--- config.mk ---
export PLATFORM = sky130hd
export DESIGN_NAME = tgw_top
export DESIGN_NICKNAME = d
export VERILOG_FILES = /design/src/hw/tgw_pkg.sv /design/src/hw/tgw_top.sv /design/src/hw/tgw_timeout.sv /design/src/hw/tgw_sync.sv
export SDC_FILE = /design/constraint.sdc
export NUM_CORES = 1
export LEC_CHECK = 0
export BUFFER_PORTS_ARGS = -buffer_cell sky130_fd_sc_hd__buf_2
export CAP_MARGIN = 20
export CORE_MARGIN = 3
export CORE_UTILIZATION = 52
export CTS_CLUSTER_DIAMETER = 100
export CTS_CLUSTER_SIZE = 20
export DETAILED_ROUTE_END_ITERATION = 8
export PLACE_DENSITY = 0.85
export SLEW_MARGIN = 20
export SYNTH_ARGS = -nofsm -noshare
export SYNTH_HDL_FRONTEND = slang
export SYNTH_HIERARCHICAL = 1
export SYNTH_SLANG_ARGS = --single-unit
--- constraint.sdc ---
create_clock -name clk_i -period 2.8 [get_ports clk_i]
set_input_delay 0.56 -clock clk_i [delete_from_list [all_inputs] [get_ports clk_i]]
set_output_delay 0.56 -clock clk_i [all_outputs]
set_load 0.1 [all_outputs]
--- src/hw/tgw_pkg.sv ---
// Package: constants and carriers of the toggle watchdog and ID-extension lock
package tgw_pkg;
    localparam int unsigned CLK_HZ          = 10_000_000;
    localparam int unsigned TIMEOUT_MS      = 327;
    localparam int unsigned TIMEOUT_TOL_MS  = 16;
    localparam int unsigned TIMEOUT_CYC     = TIMEOUT_MS * (CLK_HZ / 1000);
    localparam logic [3:0]  ID_CODE_4I4O    = 4'ha;
    localparam int unsigned AB_SEL_BIT      = 3;
    // Register byte offsets
    localparam logic [3:0]  REG_CTRL        = 4'h0;
    localparam logic [3:0]  REG_STATUS      = 4'h4;
    localparam logic [3:0]  REG_IRQ_STAT    = 4'h8;
    localparam logic [3:0]  REG_IRQ_MASK    = 4'hc;
    // Control field positions
    localparam int unsigned CTRL_WDOG_ACT   = 0;
    localparam int unsigned CTRL_P0_ARM     = 1;
    localparam int unsigned CTRL_EXT_4I4O   = 2;
    localparam int unsigned CTRL_LOCK       = 3;
    localparam int unsigned CTRL_EXT_ADDR   = 4;
    localparam int unsigned CTRL_ID_LSB     = 8;
    localparam int unsigned CTRL_FCOPY_LSB  = 12;
    localparam logic [15:0] CTRL_RST        = 16'h0000;
    // Interrupt event bits
    localparam int unsigned IRQ_WDOG        = 0;
    localparam int unsigned IRQ_WR_REJECT   = 1;
    localparam int unsigned IRQ_WR_ACCEPT   = 2;
    localparam int unsigned IRQ_W           = 3;

    // One processed master request as seen by the supervisor
    typedef struct packed {
        logic       data_xchg;
        logic       delete_addr;
        logic       read_idext1;
        logic       write_idext1;
        logic [3:0] data;
    } tgw_req_t;

    // Outcome toward the reply and EEPROM logic
    typedef struct packed {
        logic       reply_valid;
        logic [3:0] reply_data;
        logic       ee_write;
        logic [3:0] ee_data;
    } tgw_resp_t;
endpackage

--- src/hw/tgw_top.sv ---
// Toggle watchdog for nibble processing and ID extension 1 write lock
`timescale 1ns/1ps
module tgw_top #(
    parameter int unsigned TIMEOUT_CYCLES = tgw_pkg::TIMEOUT_CYC
) (
    // Clock, reset, enable
    input  wire logic               clk_i,
    input  wire logic               rst_i,
    input  wire logic               ce_i,
    // Wishbone slave
    input  wire logic               cyc_i,
    input  wire logic               stb_i,
    input  wire logic               we_i,
    input  wire logic [3:0]         adr_i,
    input  wire logic [3:0]         sel_i,
    input  wire logic [31:0]        dat_i,
    output logic      [31:0]        dat_o,
    output logic                    ack_o,
    // Slave state from the protocol engine
    input  wire logic [4:0]         slave_addr_i,
    input  wire logic [3:0]         user_idext1_i,
    input  wire tgw_pkg::tgw_req_t  req_i,
    input  wire logic               req_valid_i,
    // Pin
    input  wire logic               param_port_zero_i,
    // Results
    output tgw_pkg::tgw_resp_t      resp_o,
    output logic                    wdog_reset_o,
    output logic                    outputs_clear_o,
    output logic                    data_strobe_o,
    output logic                    param_strobe_o,
    output logic                    dx_disable_o,
    output logic                    init_start_o,
    output logic                    irq_o
);
    import tgw_pkg::*;

    logic [15:0]      ctrl_q;
    logic [IRQ_W-1:0] irq_stat_q;
    logic [IRQ_W-1:0] irq_mask_q;
    logic             enabled_q;
    logic             prev_nib_q;
    logic             have_prev_q;
    logic             p0_s;
    logic             expire;
    logic             active;
    logic             kick;
    logic             dx;
    logic             locked;
    logic [3:0]       fcopy;
    logic [3:0]       rd_val;
    logic             wr_match;
    logic [IRQ_W-1:0] ev;
    logic             wb_hit;

    if (TIMEOUT_CYCLES < 2) begin : g_bad_timeout
        $error("TIMEOUT_CYCLES too small");
    end

    tgw_sync #(.W(1)) u_sync (
        .clk_i (clk_i),
        .rst_i (rst_i),
        .d_i   (param_port_zero_i),
        .q_o   (p0_s)
    );

    assign dx     = req_valid_i && req_i.data_xchg;
    assign locked = ctrl_q[CTRL_LOCK];
    assign fcopy  = ctrl_q[CTRL_FCOPY_LSB +: 4];

    // Enable on first data output event, cleared by delete or reset
    always_ff @(posedge clk_i) begin
        if (rst_i || wdog_reset_o) begin
            enabled_q <= 1'b0;
        end else if (ce_i) begin
            if (req_valid_i && req_i.delete_addr) begin
                enabled_q <= 1'b0;
            end else if (dx && slave_addr_i != 5'h00) begin
                enabled_q <= 1'b1;
            end
        end
    end

    assign active = enabled_q
        && ctrl_q[CTRL_ID_LSB +: 4] == ID_CODE_4I4O && ctrl_q[CTRL_EXT_4I4O]
        && (ctrl_q[CTRL_WDOG_ACT] || (ctrl_q[CTRL_P0_ARM] && p0_s));

    // Toggle detection on processed exchanges
    always_ff @(posedge clk_i) begin
        if (rst_i || wdog_reset_o) begin
            prev_nib_q  <= 1'b0;
            have_prev_q <= 1'b0;
        end else if (ce_i && dx) begin
            prev_nib_q  <= req_i.data[2];
            have_prev_q <= 1'b1;
        end
    end

    assign kick = dx && (!have_prev_q || req_i.data[2] != prev_nib_q);

    // Expiry fires at the limit and the reset one cycle later; tolerance allows this slack
    tgw_timeout #(.LIMIT(TIMEOUT_CYCLES)) u_tmo (
        .clk_i    (clk_i),
        .rst_i    (rst_i || wdog_reset_o),
        .ce_i     (ce_i),
        .run_i    (active),
        .kick_i   (kick),
        .expire_o (expire)
    );

    // Unconditioned reset and its side effects, one-cycle pulses
    always_ff @(posedge clk_i) begin
        if (rst_i) begin
            wdog_reset_o    <= 1'b0;
            outputs_clear_o <= 1'b0;
            data_strobe_o   <= 1'b0;
            param_strobe_o  <= 1'b0;
            init_start_o    <= 1'b0;
        end else if (ce_i) begin
            wdog_reset_o    <= expire && !wdog_reset_o;
            outputs_clear_o <= expire && !wdog_reset_o;
            data_strobe_o   <= expire && !wdog_reset_o;
            param_strobe_o  <= expire && !wdog_reset_o;
            init_start_o    <= expire && !wdog_reset_o;
        end
    end

    // Exchange disable set on expiry and held until reset; processed exchanges do not clear it
    always_ff @(posedge clk_i) begin
        if (rst_i) begin
            dx_disable_o <= 1'b0;
        end else if (ce_i) begin
            if (expire && !wdog_reset_o) begin
                dx_disable_o <= 1'b1;
            end else if (req_valid_i && req_i.write_idext1 == 1'b0 && dx) begin
                dx_disable_o <= dx_disable_o;
            end
        end
    end

    // Read answer construction
    always_comb begin
        if (locked) begin
            rd_val = fcopy;
            if (ctrl_q[CTRL_EXT_ADDR]) begin
                rd_val[AB_SEL_BIT] = user_idext1_i[AB_SEL_BIT];
            end
        end else begin
            rd_val = user_idext1_i;
        end
    end

    // Protected part excludes the selector bit under extended addressing
    assign wr_match = ctrl_q[CTRL_EXT_ADDR]
        ? (req_i.data[2:0] == fcopy[2:0])
        : (req_i.data == fcopy);

    always_ff @(posedge clk_i) begin
        if (rst_i) begin
            resp_o <= '0;
        end else if (ce_i) begin
            resp_o <= '0;
            if (req_valid_i && req_i.read_idext1) begin
                resp_o.reply_valid <= 1'b1;
                resp_o.reply_data  <= rd_val;
            end else if (req_valid_i && req_i.write_idext1) begin
                if (!locked || wr_match) begin
                    resp_o.reply_valid <= 1'b1;
                    resp_o.reply_data  <= req_i.data;
                    resp_o.ee_write    <= 1'b1;
                    resp_o.ee_data     <= req_i.data;
                end // else
            end
        end
    end

    assign ev[IRQ_WDOG]      = ce_i && expire && !wdog_reset_o;
    assign ev[IRQ_WR_REJECT] = ce_i && req_valid_i && req_i.write_idext1 && locked && !wr_match;
    assign ev[IRQ_WR_ACCEPT] = ce_i && req_valid_i && req_i.write_idext1 && (!locked || wr_match);

    // Wishbone: one-cycle ack, writes take effect at the ack edge
    assign wb_hit = cyc_i && stb_i && !ack_o;

    always_ff @(posedge clk_i) begin
        if (rst_i) begin
            ack_o <= 1'b0;
        end else begin
            ack_o <= wb_hit;
        end
    end

    always_ff @(posedge clk_i) begin
        if (rst_i) begin
            ctrl_q     <= CTRL_RST;
            irq_mask_q <= '0;
        end else if (ack_o && we_i) begin
            if (adr_i == REG_CTRL) begin
                if (sel_i[0]) ctrl_q[7:0]  <= dat_i[7:0];
                if (sel_i[1]) ctrl_q[15:8] <= dat_i[15:8];
            end
            if (adr_i == REG_IRQ_MASK && sel_i[0]) begin
                irq_mask_q <= dat_i[IRQ_W-1:0];
            end
        end
    end

    // Set wins over write-one-to-clear
    always_ff @(posedge clk_i) begin
        if (rst_i) begin
            irq_stat_q <= '0;
        end else begin
            if (ack_o && we_i && adr_i == REG_IRQ_STAT && sel_i[0]) begin
                irq_stat_q <= (irq_stat_q & ~dat_i[IRQ_W-1:0]) | ev;
            end else begin
                irq_stat_q <= irq_stat_q | ev;
            end
        end
    end

    always_ff @(posedge clk_i) begin
        if (rst_i) begin
            dat_o <= '0;
        end else begin
            case (adr_i)
                REG_CTRL:     dat_o <= {16'h0000, ctrl_q};
                REG_STATUS:   dat_o <= {26'h0, dx_disable_o, p0_s, have_prev_q, prev_nib_q,
                                        active, enabled_q};
                REG_IRQ_STAT: dat_o <= {29'h0, irq_stat_q};
                REG_IRQ_MASK: dat_o <= {29'h0, irq_mask_q};
                default:      dat_o <= '0;
            endcase
        end
    end

    assign irq_o = |(irq_stat_q & irq_mask_q);

    // Checks
    a_enable_needs_addr: assert property (@(posedge clk_i) disable iff (rst_i)
        $rose(enabled_q) |-> $past(slave_addr_i) != 5'h00 && $past(dx))
        else $error("watchdog enabled without cause");
    a_delete_disables: assert property (@(posedge clk_i) disable iff (rst_i)
        ce_i && req_valid_i && req_i.delete_addr |=> !enabled_q)
        else $error("delete did not disable watchdog");
    a_mode_gates_active: assert property (@(posedge clk_i) disable iff (rst_i)
        active |-> ctrl_q[CTRL_ID_LSB +: 4] == ID_CODE_4I4O && ctrl_q[CTRL_EXT_4I4O])
        else $error("active outside nibble mode");
    a_arm_gates_active: assert property (@(posedge clk_i) disable iff (rst_i)
        active |-> ctrl_q[CTRL_WDOG_ACT] || (ctrl_q[CTRL_P0_ARM] && p0_s))
        else $error("active without arm");
    a_reset_has_cause: assert property (@(posedge clk_i) disable iff (rst_i)
        $rose(wdog_reset_o) |-> $past(expire))
        else $error("watchdog reset without expiry");
    a_reset_pulse: assert property (@(posedge clk_i) disable iff (rst_i)
        ce_i && wdog_reset_o |=> !wdog_reset_o)
        else $error("watchdog reset longer than one cycle");
    a_reset_effects: assert property (@(posedge clk_i) disable iff (rst_i)
        wdog_reset_o |-> data_strobe_o && param_strobe_o && outputs_clear_o && init_start_o
            ##1 dx_disable_o)
        else $error("reset effects missing");
    a_dx_disable_holds: assert property (@(posedge clk_i) disable iff (rst_i)
        dx_disable_o |=> dx_disable_o)
        else $error("exchange disable dropped");
    a_locked_read: assert property (@(posedge clk_i) disable iff (rst_i)
        ce_i && req_valid_i && req_i.read_idext1 && locked && !ctrl_q[CTRL_EXT_ADDR]
        |=> resp_o.reply_data == $past(fcopy))
        else $error("locked read not from factory copy");
    a_locked_ab_bit: assert property (@(posedge clk_i) disable iff (rst_i)
        ce_i && req_valid_i && req_i.read_idext1 && locked && ctrl_q[CTRL_EXT_ADDR]
        |=> resp_o.reply_data[3] == $past(user_idext1_i[3]))
        else $error("selector bit not from user value");
    a_reject_silent: assert property (@(posedge clk_i) disable iff (rst_i)
        ce_i && req_valid_i && req_i.write_idext1 && locked && !wr_match
        |=> !resp_o.reply_valid && !resp_o.ee_write)
        else $error("mismatching write not ignored");
    a_locked_accept: assert property (@(posedge clk_i) disable iff (rst_i)
        ce_i && req_valid_i && req_i.write_idext1 && locked && wr_match
        |=> resp_o.reply_valid && resp_o.ee_write)
        else $error("matching write not taken");
    a_unlocked_read: assert property (@(posedge clk_i) disable iff (rst_i)
        ce_i && req_valid_i && req_i.read_idext1 && !locked
        |=> resp_o.reply_data == $past(user_idext1_i))
        else $error("unlocked read wrong");
    a_unlocked_write: assert property (@(posedge clk_i) disable iff (rst_i)
        ce_i && req_valid_i && req_i.write_idext1 && !locked
        |=> resp_o.ee_write && resp_o.reply_valid)
        else $error("unlocked write not taken");
    a_unlocked_ee_data: assert property (@(posedge clk_i) disable iff (rst_i)
        ce_i && req_valid_i && req_i.write_idext1 && !locked
        |=> resp_o.ee_data == $past(req_i.data))
        else $error("unlocked write data wrong");
    a_toggle_kicks: assert property (@(posedge clk_i) disable iff (rst_i)
        ce_i && dx && have_prev_q && req_i.data[2] != prev_nib_q
        |=> u_tmo.cnt_q == '0)
        else $error("toggle did not restart timeout");

    c_wdog_fire: cover property (@(posedge clk_i) $rose(wdog_reset_o));
    c_reject: cover property (@(posedge clk_i) ev[IRQ_WR_REJECT]);
    c_accept_locked: cover property (@(posedge clk_i) ev[IRQ_WR_ACCEPT] && locked);
    c_locked_ab_read: cover property (@(posedge clk_i)
        req_valid_i && req_i.read_idext1 && locked && ctrl_q[CTRL_EXT_ADDR]);
    c_p0_armed: cover property (@(posedge clk_i) active && !ctrl_q[CTRL_WDOG_ACT]);
endmodule

--- src/hw/tgw_timeout.sv ---
// Timeout counter restarted by a kick pulse
`timescale 1ns/1ps
module tgw_timeout #(
    parameter int unsigned LIMIT = tgw_pkg::TIMEOUT_CYC
) (
    // Clock and reset
    input  wire logic clk_i,
    input  wire logic rst_i,
    input  wire logic ce_i,
    // Control
    input  wire logic run_i,
    input  wire logic kick_i,
    output logic      expire_o
);
    import tgw_pkg::*;
    localparam int unsigned CW = $clog2(LIMIT + 1);
    logic [CW-1:0] cnt_q;

    // Below two the expiry compare would see LIMIT - 1 right after every restart
    if (LIMIT < 2) begin : g_bad_limit
        $error("LIMIT too small");
    end

    always_ff @(posedge clk_i) begin
        if (rst_i) begin
            cnt_q <= '0;
        end else if (ce_i) begin
            if (!run_i || kick_i) begin
                cnt_q <= '0;
            end else if (cnt_q != CW'(LIMIT)) begin
                cnt_q <= cnt_q + CW'(1);
            end
        end
    end

    always_ff @(posedge clk_i) begin
        if (rst_i) begin
            expire_o <= 1'b0;
        end else if (ce_i) begin
            expire_o <= run_i && !kick_i && (cnt_q == CW'(LIMIT - 1));
        end
    end
endmodule

--- src/hw/tgw_sync.sv ---
// Two-flop synchroniser for pin levels
`timescale 1ns/1ps
module tgw_sync #(
    parameter int unsigned W = 1
) (
    input  wire logic         clk_i,
    input  wire logic         rst_i,
    input  wire logic [W-1:0] d_i,
    output logic      [W-1:0] q_o
);
    logic [W-1:0] meta_q;

    always_ff @(posedge clk_i) begin
        if (rst_i) begin
            meta_q <= '0;
            q_o    <= '0;
        end else begin
            meta_q <= d_i;
            q_o    <= meta_q;
        end
    end
endmodule

# == Word-level counts from Yosys, hierarchy flattened ==
# Index checks and enable logic that the tools add are counted.
# op_classes
div_mod_pow,0
shifts,0
n_eq_ne,9
reduce_logical,50
magnitude_cmp,0
add_sub_neg,1
bitwise,5
multipliers,0
n_mux,13
# ops
cell,n
16-bit case mux with 4 select lines,1
22-bit two-way mux,2
1-bit logical AND,27
"22-bit by 1-bit adder with 22-bit output, second input constant",1
"22-bit == test, second input constant",1
"22-bit != test, second input constant",1
10-bit two-way mux,2
"4-bit == test, second input constant",3
5-bit two-way mux,2
2-bit AND reduction,4
1-bit zero test,7
3-bit AND,2
3-bit OR,2
3-bit AND reduction,2
1-bit logical OR,5
5-bit nonzero test,1
"4-bit by 3-bit == test with 1-bit output, second input constant",1
4-bit == test,1
4-bit zero test,1
1-bit two-way mux,4
4-bit two-way mux,1
2-bit nonzero test,2
3-bit == test,1
3-bit two-way mux,1
other kinds (3),3
# totals
output_inout_bits,50
ff_bits,95
ram_bits,0
mem_bits_ro,0
latch_bits,0
mem_count,0

# == Logic depth before layout (Yosys ltp) ==
# Gate-level depths: netlist of the first run.
# depth
ltp_word,8
ltp_mapped,8

# == Modules after synthesis ==
# Netlist of the first run, hierarchy kept.
# by_module_without_submodules
module,seq_area_each_um2,n_inst,cells_each,area_each_um2
tgw_top,1081.0,1,243,2387.3
tgw_timeout,460.4,1,169,1392.6
tgw_sync,40.0,1,4,52.6

# == Worst setup path before layout of the first run ==
# Ideal clock, no wire load.
# synth_timing
path_type,reg-to-reg
from,"register, netlist name init_start_o"
to,register u_tmo.cnt_q[13]
t_arrival_ns,2.191
slack_ns,0.487
setup_ns,0.122
synth_period_minus_slack_ns,2.313
path_buffers,3
stages_incl_launch_ff,6
required_time_ns,2.678
cell_sequence,dfxtp_1 > or2_2 > clkbuf_1 > dlygate4sd1_1 > clkbuf_8 > a21oi_1
# synth_rtl
item,line_no,rtl
to (signal assigned),tgw_timeout.sv:31,cnt_q <= cnt_q + CW'(1);
to (decl),tgw_timeout.sv:17,logic [CW-1:0] cnt_q;

# == Final worst setup path of the first run ==
# layout_timing
from,register enabled_q
to,register u_tmo.cnt_q[14]
# layout_between
elab_chain_cells,7
word_cells_on_any_way,8
classes_between,1 x mux; 7 x reduce/logical
# layout_rtl
item,line_no,rtl
from (decl),tgw_top.sv:41,logic enabled_q;
from (signal assigned),tgw_top.sv:74,enabled_q <= 1'b0;
from (signal assigned),tgw_top.sv:77,enabled_q <= 1'b0;
from (signal assigned),tgw_top.sv:79,enabled_q <= 1'b1;
1-bit logical AND (*) (2 in series),tgw_top.sv:85,&& ctrl_q[CTRL_ID_LSB +: 4] == ID_CODE_4I4O && ctrl_q[CTRL_EXT_4I4O]
1-bit logical AND (*),tgw_top.sv:86,&& (ctrl_q[CTRL_WDOG_ACT] || (ctrl_q[CTRL_P0_ARM] && p0_s));
via active,tgw_top.sv:46,logic active;
1-bit zero test (*),tgw_timeout.sv:28,if (!run_i || kick_i) begin
1-bit logical OR (*),tgw_timeout.sv:28,
2-bit nonzero test (no source line),-,
2-bit AND reduction (no source line),-,
# The timed path passes the listed nets; every way through them passes the cells marked *.
# A chain may end at the register's enable or synchronous reset.

==> qor.yml, run 1 <==
outcome:
  status: "completed"
global_routing:
  gr-usage-all-layers_pct: 21.75
  grt_pass1_vias: 3165
  grt_pass1_wl_mm: 14.81
  globalRouteOverflowTotal: 0
  grt_max_degree: 43
  antenna_found_initial: 0
worst_hold_path:
  whs_endpoint: "enabled_q$_SDFFE_PP0P_"
  hold_path.class: "input pin to flip-flop"
  whs_path_depth: 2
  worstHoldStart: "req_i[6]"
setup_path:
  worstSetupPathType: "flip-flop to flip-flop"
  r2r_slack_ns: 0.53
  reg2regPathDepth: 7
  critPathSlowestCell: "or4b_2"
  crit-reg2reg-capture: "u_tmo/cnt_q[14]$_SDFFE_PP0P_"
  crit_fanout: 8
  cp.arrival_ns: 2.55
  critPathMaxStageDelay_ns: 0.62
  startpoint_type: "flip-flop"
  crit_path_end_kind: "flip-flop"
  path_cells: "nand4b_1 -> nor4b_2 -> and2b_2 -> buf_4 -> nand4_1 -> or4b_2 -> a21oi_1"
  worstPathRequired_ns: 3.08
  r2r-start: "enabled_q$_SDFFE_PP0P_"
floorplanning:
  io_pins: 115
  rows: 30
  dieArea_um2: 8436
  die_w_um: 91.85
  initial_core_util_pct: 54.89
  die_h_um: 91.85
  core_area_um2: 6982
power:
  power.density_nw_per_um2: 500.9
  leakagePower_nw: 1.865
  totalPowerFinal_mw: 2.196
  ir_worst_vdd_mv: 0.4339
sta:
  slew_viol_final: 0
  rsz0062_at_grt: "no"
  slew-limit-headroom_pct: 49.34
  finalSetupTns_ns: 0
  tightest_slew_ns: 0.7537
  max_freq_ghz: 0.4412
  skew_ns: 0.01293
  layout_setup_ws_ns: 0.5337
  layout_worst_path_cycle_share_pct: 80.94
  whs_ns: 0.4021
  setup_viol: 0
  hold_viol: 0
  layout_min_cycle_time_ns: 2.266
logic_synthesis:
  yosys_warnings: 6
  synthTopCellsByCount: "dfxtp_1, a21oi_1, nor2_1, buf_4, mux2i_1"
  synth_edf_count: 0
  yosysMostFrequentCell: "dfxtp_1"
  synthTopCellsByArea: "dfxtp_1, mux2i_1, a21oi_1"
  synth_cells: 416
  async_reset_ff_share_pct: 0
  ys_types: 68
  synth_top_area_cell: "dfxtp_1"
  ys_ff_latch: 79
  yosysTopAreaCellShare_pct: 41.27
  ys_seq_area_share_pct: 41.27
  syn_avg_cell_area_um2: 9.213
  synth_area_um2: 3832
  ys.flop_type: "dfxtp_1"
placement:
  dp_hpwl_mm: 6.695
  gpl.final_weighted_congestion: 0.8609
  io_buffers: 80
  post-place-ws_ns: 0.3820
clock_tree:
  cts_sinks: 79
  clk_latency_ns: 0.36
  cts_buffers: 9
  cts_hold_buffers: 0
  path_clk_slew_ns: 0.08
  htreeDepth: 3
  root_buffer: "clkbuf_8"
  ctsLongestPathBuffers: 2
  cts_setup_buffers: 0
  cts_tree: "yes"
  ctsResizeCount: 0
route:
  drc: 0
  vias_per_cell: 5.704
  vias: 3377
  firstDrtPassIters: 5
  drt_iter0_drc: 214
  ant_nets: 0
  routedWlPerCell_um: 15.61
  wl_mm: 9.239
layout:
  n_antenna_cell: 0
  utilization_pct: 62.81
  synthToLayoutAreaGrowth_pct: 14.43
  final_layout_size_suffix_gt1_share_pct: 28.23
  final_nets: 558
job:
  maxCapViolations: 0
==> layer usage <==
layer / part of all wire [%] / track usage, % / vias up
met5: 0 / 0 / -
met4: 2.1 / 8.663 / 0
met3: 7.7 / 6.481 / 17
met2: 46 / 34.85 / 166
met1: 44 / 27.43 / 1581
li1: - / - / 1613
==> critical path: cells and delay by family, from the launching register on <==
family | cells | cell delay [ns]
buf+inv | 1 | 0.18
simple gates | 5 | 1.47
flops | 1 | 0.39
compound gates | 1 | 0.16
==> final cells by class <==
cell class              count  area [µm²]
clock buffers               9       123.9
well taps                  96       120.1
inverters                  12       45.04
flip-flops and latches     79        1582
repair buffers             92       490.5
multi-input cells         297        1969
fillers                   604        2596
clock inverters             7       55.05
==> worst max-delay path by stage <==
stage	startpoint	to	slack, ns	cells after the start
after floorplan	init_start_o$_SDFFE_PP0P_	u_tmo/cnt_q[13]$_SDFFE_PP0P_	0.49	5
after global placement	req_i[2]	u_tmo/cnt_q[13]$_SDFFE_PP0P_	0.46	9
after detailed placement	req_i[2]	u_tmo/cnt_q[13]$_SDFFE_PP0P_	0.38	9
after CTS	enabled_q$_SDFFE_PP0P_	u_tmo/cnt_q[14]$_SDFFE_PP0P_	0.55	7
after global routing	enabled_q$_SDFFE_PP0P_	u_tmo/cnt_q[14]$_SDFFE_PP0P_	0.42	7
final	enabled_q$_SDFFE_PP0P_	u_tmo/cnt_q[14]$_SDFFE_PP0P_	0.53	7
==> stage by stage <==
step                area, µm²  cells
detailed placement       4207    576
CTS                      4385    592
global placement         4207    576
finish                   4385    592
global route             4385    592
floorplan                3889    431
==> layout by cell type, fill, tap and decap left out, types with 15 or more instances in the layout <==
cell	Yosys	final
mux2i_1	23	23
dfxtp_1	79	79
o21ai_0	16	16
conb_1	1	16
nand3_1	15	15
nor2_1	36	36
a21oi_1	39	39
buf_2	5	80
==> registers in the layout, indices dropped and copies added (netlist names) <==
name	flops
dx_disable_o	1
irq_stat_q	3
have_prev_q	1
irq_mask_q	3
enabled_q	1
u_sync/q_o	1
u_tmo/expire_o	1
ctrl_q	16
dat_o	16
u_tmo/cnt_q	22
ack_o	1
prev_nib_q	1
resp_o	10
u_sync/meta_q	1
init_start_o	1
==> cell families after synthesis <==
| kind of cell | Yosys count | synth area share, % |
|---|---|---|
| other cells | 1 | 0.09785 |
| simple gates | 158 | 25.24 |
| xor+xnor | 5 | 1.143 |
| fa+ha+maj | 2 | 0.6529 |
| flops | 79 | 41.27 |
| buf+inv | 55 | 8.815 |
| mux | 28 | 8.358 |
| compound gates | 88 | 14.43 |
==> report_power, final <==
part / internal (mW) / total (mW) / switching, mW
Clock: 0.329 / 0.777 / 0.448
Combinational: 0.0599 / 0.279 / 0.219
Sequential: 1.13 / 1.14 / 0.00728
(Power assumes the default switching activity.)
==> inputs of run 2 (changes only) <==
--- a/config.mk
+++ b/config.mk
@@ -8,11 +8,11 @@
 export BUFFER_PORTS_ARGS = -buffer_cell sky130_fd_sc_hd__buf_2
 export CAP_MARGIN = 20
 export CORE_MARGIN = 3
-export CORE_UTILIZATION = 52
+export CORE_UTILIZATION = 47
 export CTS_CLUSTER_DIAMETER = 100
 export CTS_CLUSTER_SIZE = 20
 export DETAILED_ROUTE_END_ITERATION = 8
-export PLACE_DENSITY = 0.85
+export PLACE_DENSITY = 0.82
 export SLEW_MARGIN = 20
 export SYNTH_ARGS = -nofsm -noshare
 export SYNTH_HDL_FRONTEND = slang
==> constraint.sdc (replaced) <==
create_clock -name clk_i -period 2 [get_ports clk_i]
set_input_delay 0.4 -clock clk_i [delete_from_list [all_inputs] [get_ports clk_i]]
set_output_delay 0.4 -clock clk_i [all_outputs]
set_load 0.1 [all_outputs]
==> run 2 against run 1 <==
The run now ends with negative setup slack left. Sequential power up 40%. Wire length up 6.0%. Largest power group unchanged. Clock-buffer cell count unchanged. Sequential cell count unchanged. Design area up 7.5%. Total power up 47%. Sequential share of layout area down 2.4 points. Clock skew up 0.0017 ns. Largest cell class unchanged. Clock power up 60%. Global-route usage down 1.2 points. Highest routed layer unchanged.
==> qor.yml, run 2 (synthesized netlist as in run 1, its figures left out) <==
layout:
  largest-register: "u_tmo/cnt_q"
  n_antenna_cell: 0
  fill_cells: 636
  synthToLayoutAreaGrowth_pct: 23.02
  final_common_cell: "buf_2"
  most-common-layout-cells: "buf_2, dfxtp_1, nor2_1, buf_4, a21oi_1"
  multi_input_area_um2: 2052
  final_nets: 584
  largest_reg_flops: 22
  final_layout_size_suffix_gt1_share_pct: 35.63
  largest_registers: "u_tmo/cnt_q: 22 flops, ctrl_q: 16 flops, dat_o: 16 flops"
  seq_area_um2: 1589
setup_path:
  reg2regPathDepth: 8
  cpLargestDelayFamily: "simple AND/OR/NAND/NOR gates"
  crit_fanout: 12
  path_cells: "inv_2 -> ha_4 -> or3b_4 -> or4_4 -> o211ai_1 -> buf_4 -> or4_1 -> o31ai_2"
  worst-path-buf-inv: 2
  cp.arrival_ns: 2.45
  crit-reg2reg-capture: "u_tmo/cnt_q[5]$_SDFFE_PP0P_"
  worstSetupEndpoint: "u_tmo/cnt_q[5]$_SDFFE_PP0P_"
  r2r-start: "u_tmo/cnt_q[0]$_SDFFE_PP0P_"
  startpoint_type: "flip-flop"
  critPathMaxStageDelay_ns: 0.55
  cp.depth: 8
  crit_start: "u_tmo/cnt_q[0]$_SDFFE_PP0P_"
  worstPathRequired_ns: 2.25
  crit_path_end_kind: "flip-flop"
  worstSetupPathType: "flip-flop to flip-flop"
  critPathSlowestCell: "or4_4"
  r2r_slack_ns: -0.20
power:
  power.density_nw_per_um2: 685.7
  leakagePower_nw: 2.033
  ir_worst_vdd_mv: 0.4156
  totalPowerFinal_mw: 3.233
clock_tree:
  cts_hold_buffers: 0
  htreeDepth: 3
  cts_buffers: 9
  clk_latency_ns: 0.37
  root_buffer: "clkbuf_8"
  cts_sinks: 79
  cts_tree: "yes"
  path_clk_slew_ns: 0.09
  ctsLongestPathBuffers: 2
sta:
  layout_setup_ws_ns: -0.2044
  slew_viol_final: 0
  rsz0062_at_grt: "yes"
  layout_min_cycle_time_ns: 2.204
  whs_ns: 0.2393
  setup_viol: 21
  tightest_slew_ns: 0.5173
  finalSetupTns_ns: -3.185
  layout_worst_path_cycle_share_pct: 110.2
  slew-limit-headroom_pct: 65.51
  max_freq_ghz: 0.4536
  skew_ns: 0.01465
  hold_viol: 0
route:
  routedWlPerCell_um: 15.69
  drt_iter0_drc: 250
  firstDrtPassIters: 5
  drc: 0
  vias: 3477
  ant_nets: 0
  wl_mm: 9.790
  vias_per_cell: 5.572
placement:
  dp_hpwl_mm: 6.937
  gpl.final_weighted_congestion: 0.8838
  post-place-ws_ns: -0.1815
  io_buffers: 80
global_routing:
  globalRouteOverflowTotal: 0
  grt_pass1_wl_mm: 14.86
  grt_max_degree: 42
  antenna_found_initial: 0
  gr-usage-all-layers_pct: 20.50
  grt_pass1_vias: 3193
floorplanning:
  rows: 32
  core_area_um2: 7807
  dieArea_um2: 9274
  io_pins: 115
  initial_core_util_pct: 49.09
  die_w_um: 96.30
  die_h_um: 96.30
job:
  maxCapViolations: 0
outcome:
  violations: "negative setup slack"
  status: "complete, but fails checks"
worst_hold_path:
  hold_path.class: "input pin to flip-flop"
run 2: worst min-delay path by stage:
stage                     cells past startpoint                     start                     end  slack, ns
after floorplan                               1  u_sync/meta_q$_SDFF_PP0_   u_sync/q_o$_SDFF_PP0_       0.41
after global placement                        1          ack_o$_SDFF_PP0_        ack_o$_SDFF_PP0_       0.40
after detailed placement                      1          ack_o$_SDFF_PP0_        ack_o$_SDFF_PP0_       0.41
after CTS                                     2                  req_i[6]  enabled_q$_SDFFE_PP0P_       0.23
after global routing                          3                     stb_i        ack_o$_SDFF_PP0_       0.24
final                                         2                  req_i[6]  enabled_q$_SDFFE_PP0P_       0.24
run 2: area by class of cell:
| class | instances | share of cell area [%] |
|---|---|---|
| Timing Repair Buffer | 118 | 14.78 |
| Clock inverter | 7 | 1.699 |
| Clock buffer | 9 | 2.627 |
| Inverter | 12 | 0.9554 |
| Sequential cell | 79 | 33.70 |
| Tap cell | 102 | 2.707 |
| Multi-Input combinational cell | 297 | 43.52 |
run 2: routing by layer:
| metal | share of wire (%) | vias to the layer above | track usage, % |
|---|---|---|---|
| met3 | 6.4 | 20 | 4.300 |
| met1 | 43 | 1658 | 27.08 |
| li1 | - | 1666 | - |
| met4 | 1.8 | 0 | 7.944 |
| met5 | 0 | - | 0 |
| met2 | 49 | 133 | 32.78 |
run 2: through the flow:
step / instance area [µm²] / std cells / utilization, %
after floorplan: 3895 / 431 / -
after CTS: 4629 / 623 / 59.29
after global placement: 4400 / 606 / 56.36
after global routing: 4715 / 624 / 60.38
after detailed placement: 4400 / 606 / 56.36
final: 4715 / 624 / 60.38
run 2: power breakdown:
group / leakage, nW / switching, mW / internal [mW]
combinational: 1.29 / 0.310 / 0.0914
clock: 0.102 / 0.642 / 0.594
sequential: 0.641 / 0.00869 / 1.59
run 2: what timing repair did:
action / 4_1_cts / 5_1_grt
resized for setup: 4 / 22
pin swaps: 0 / 10
setup endpoints to repair: 22 / 22
endpoints found under the hold margin: 0 / 0
setup buffers: 1 / 1
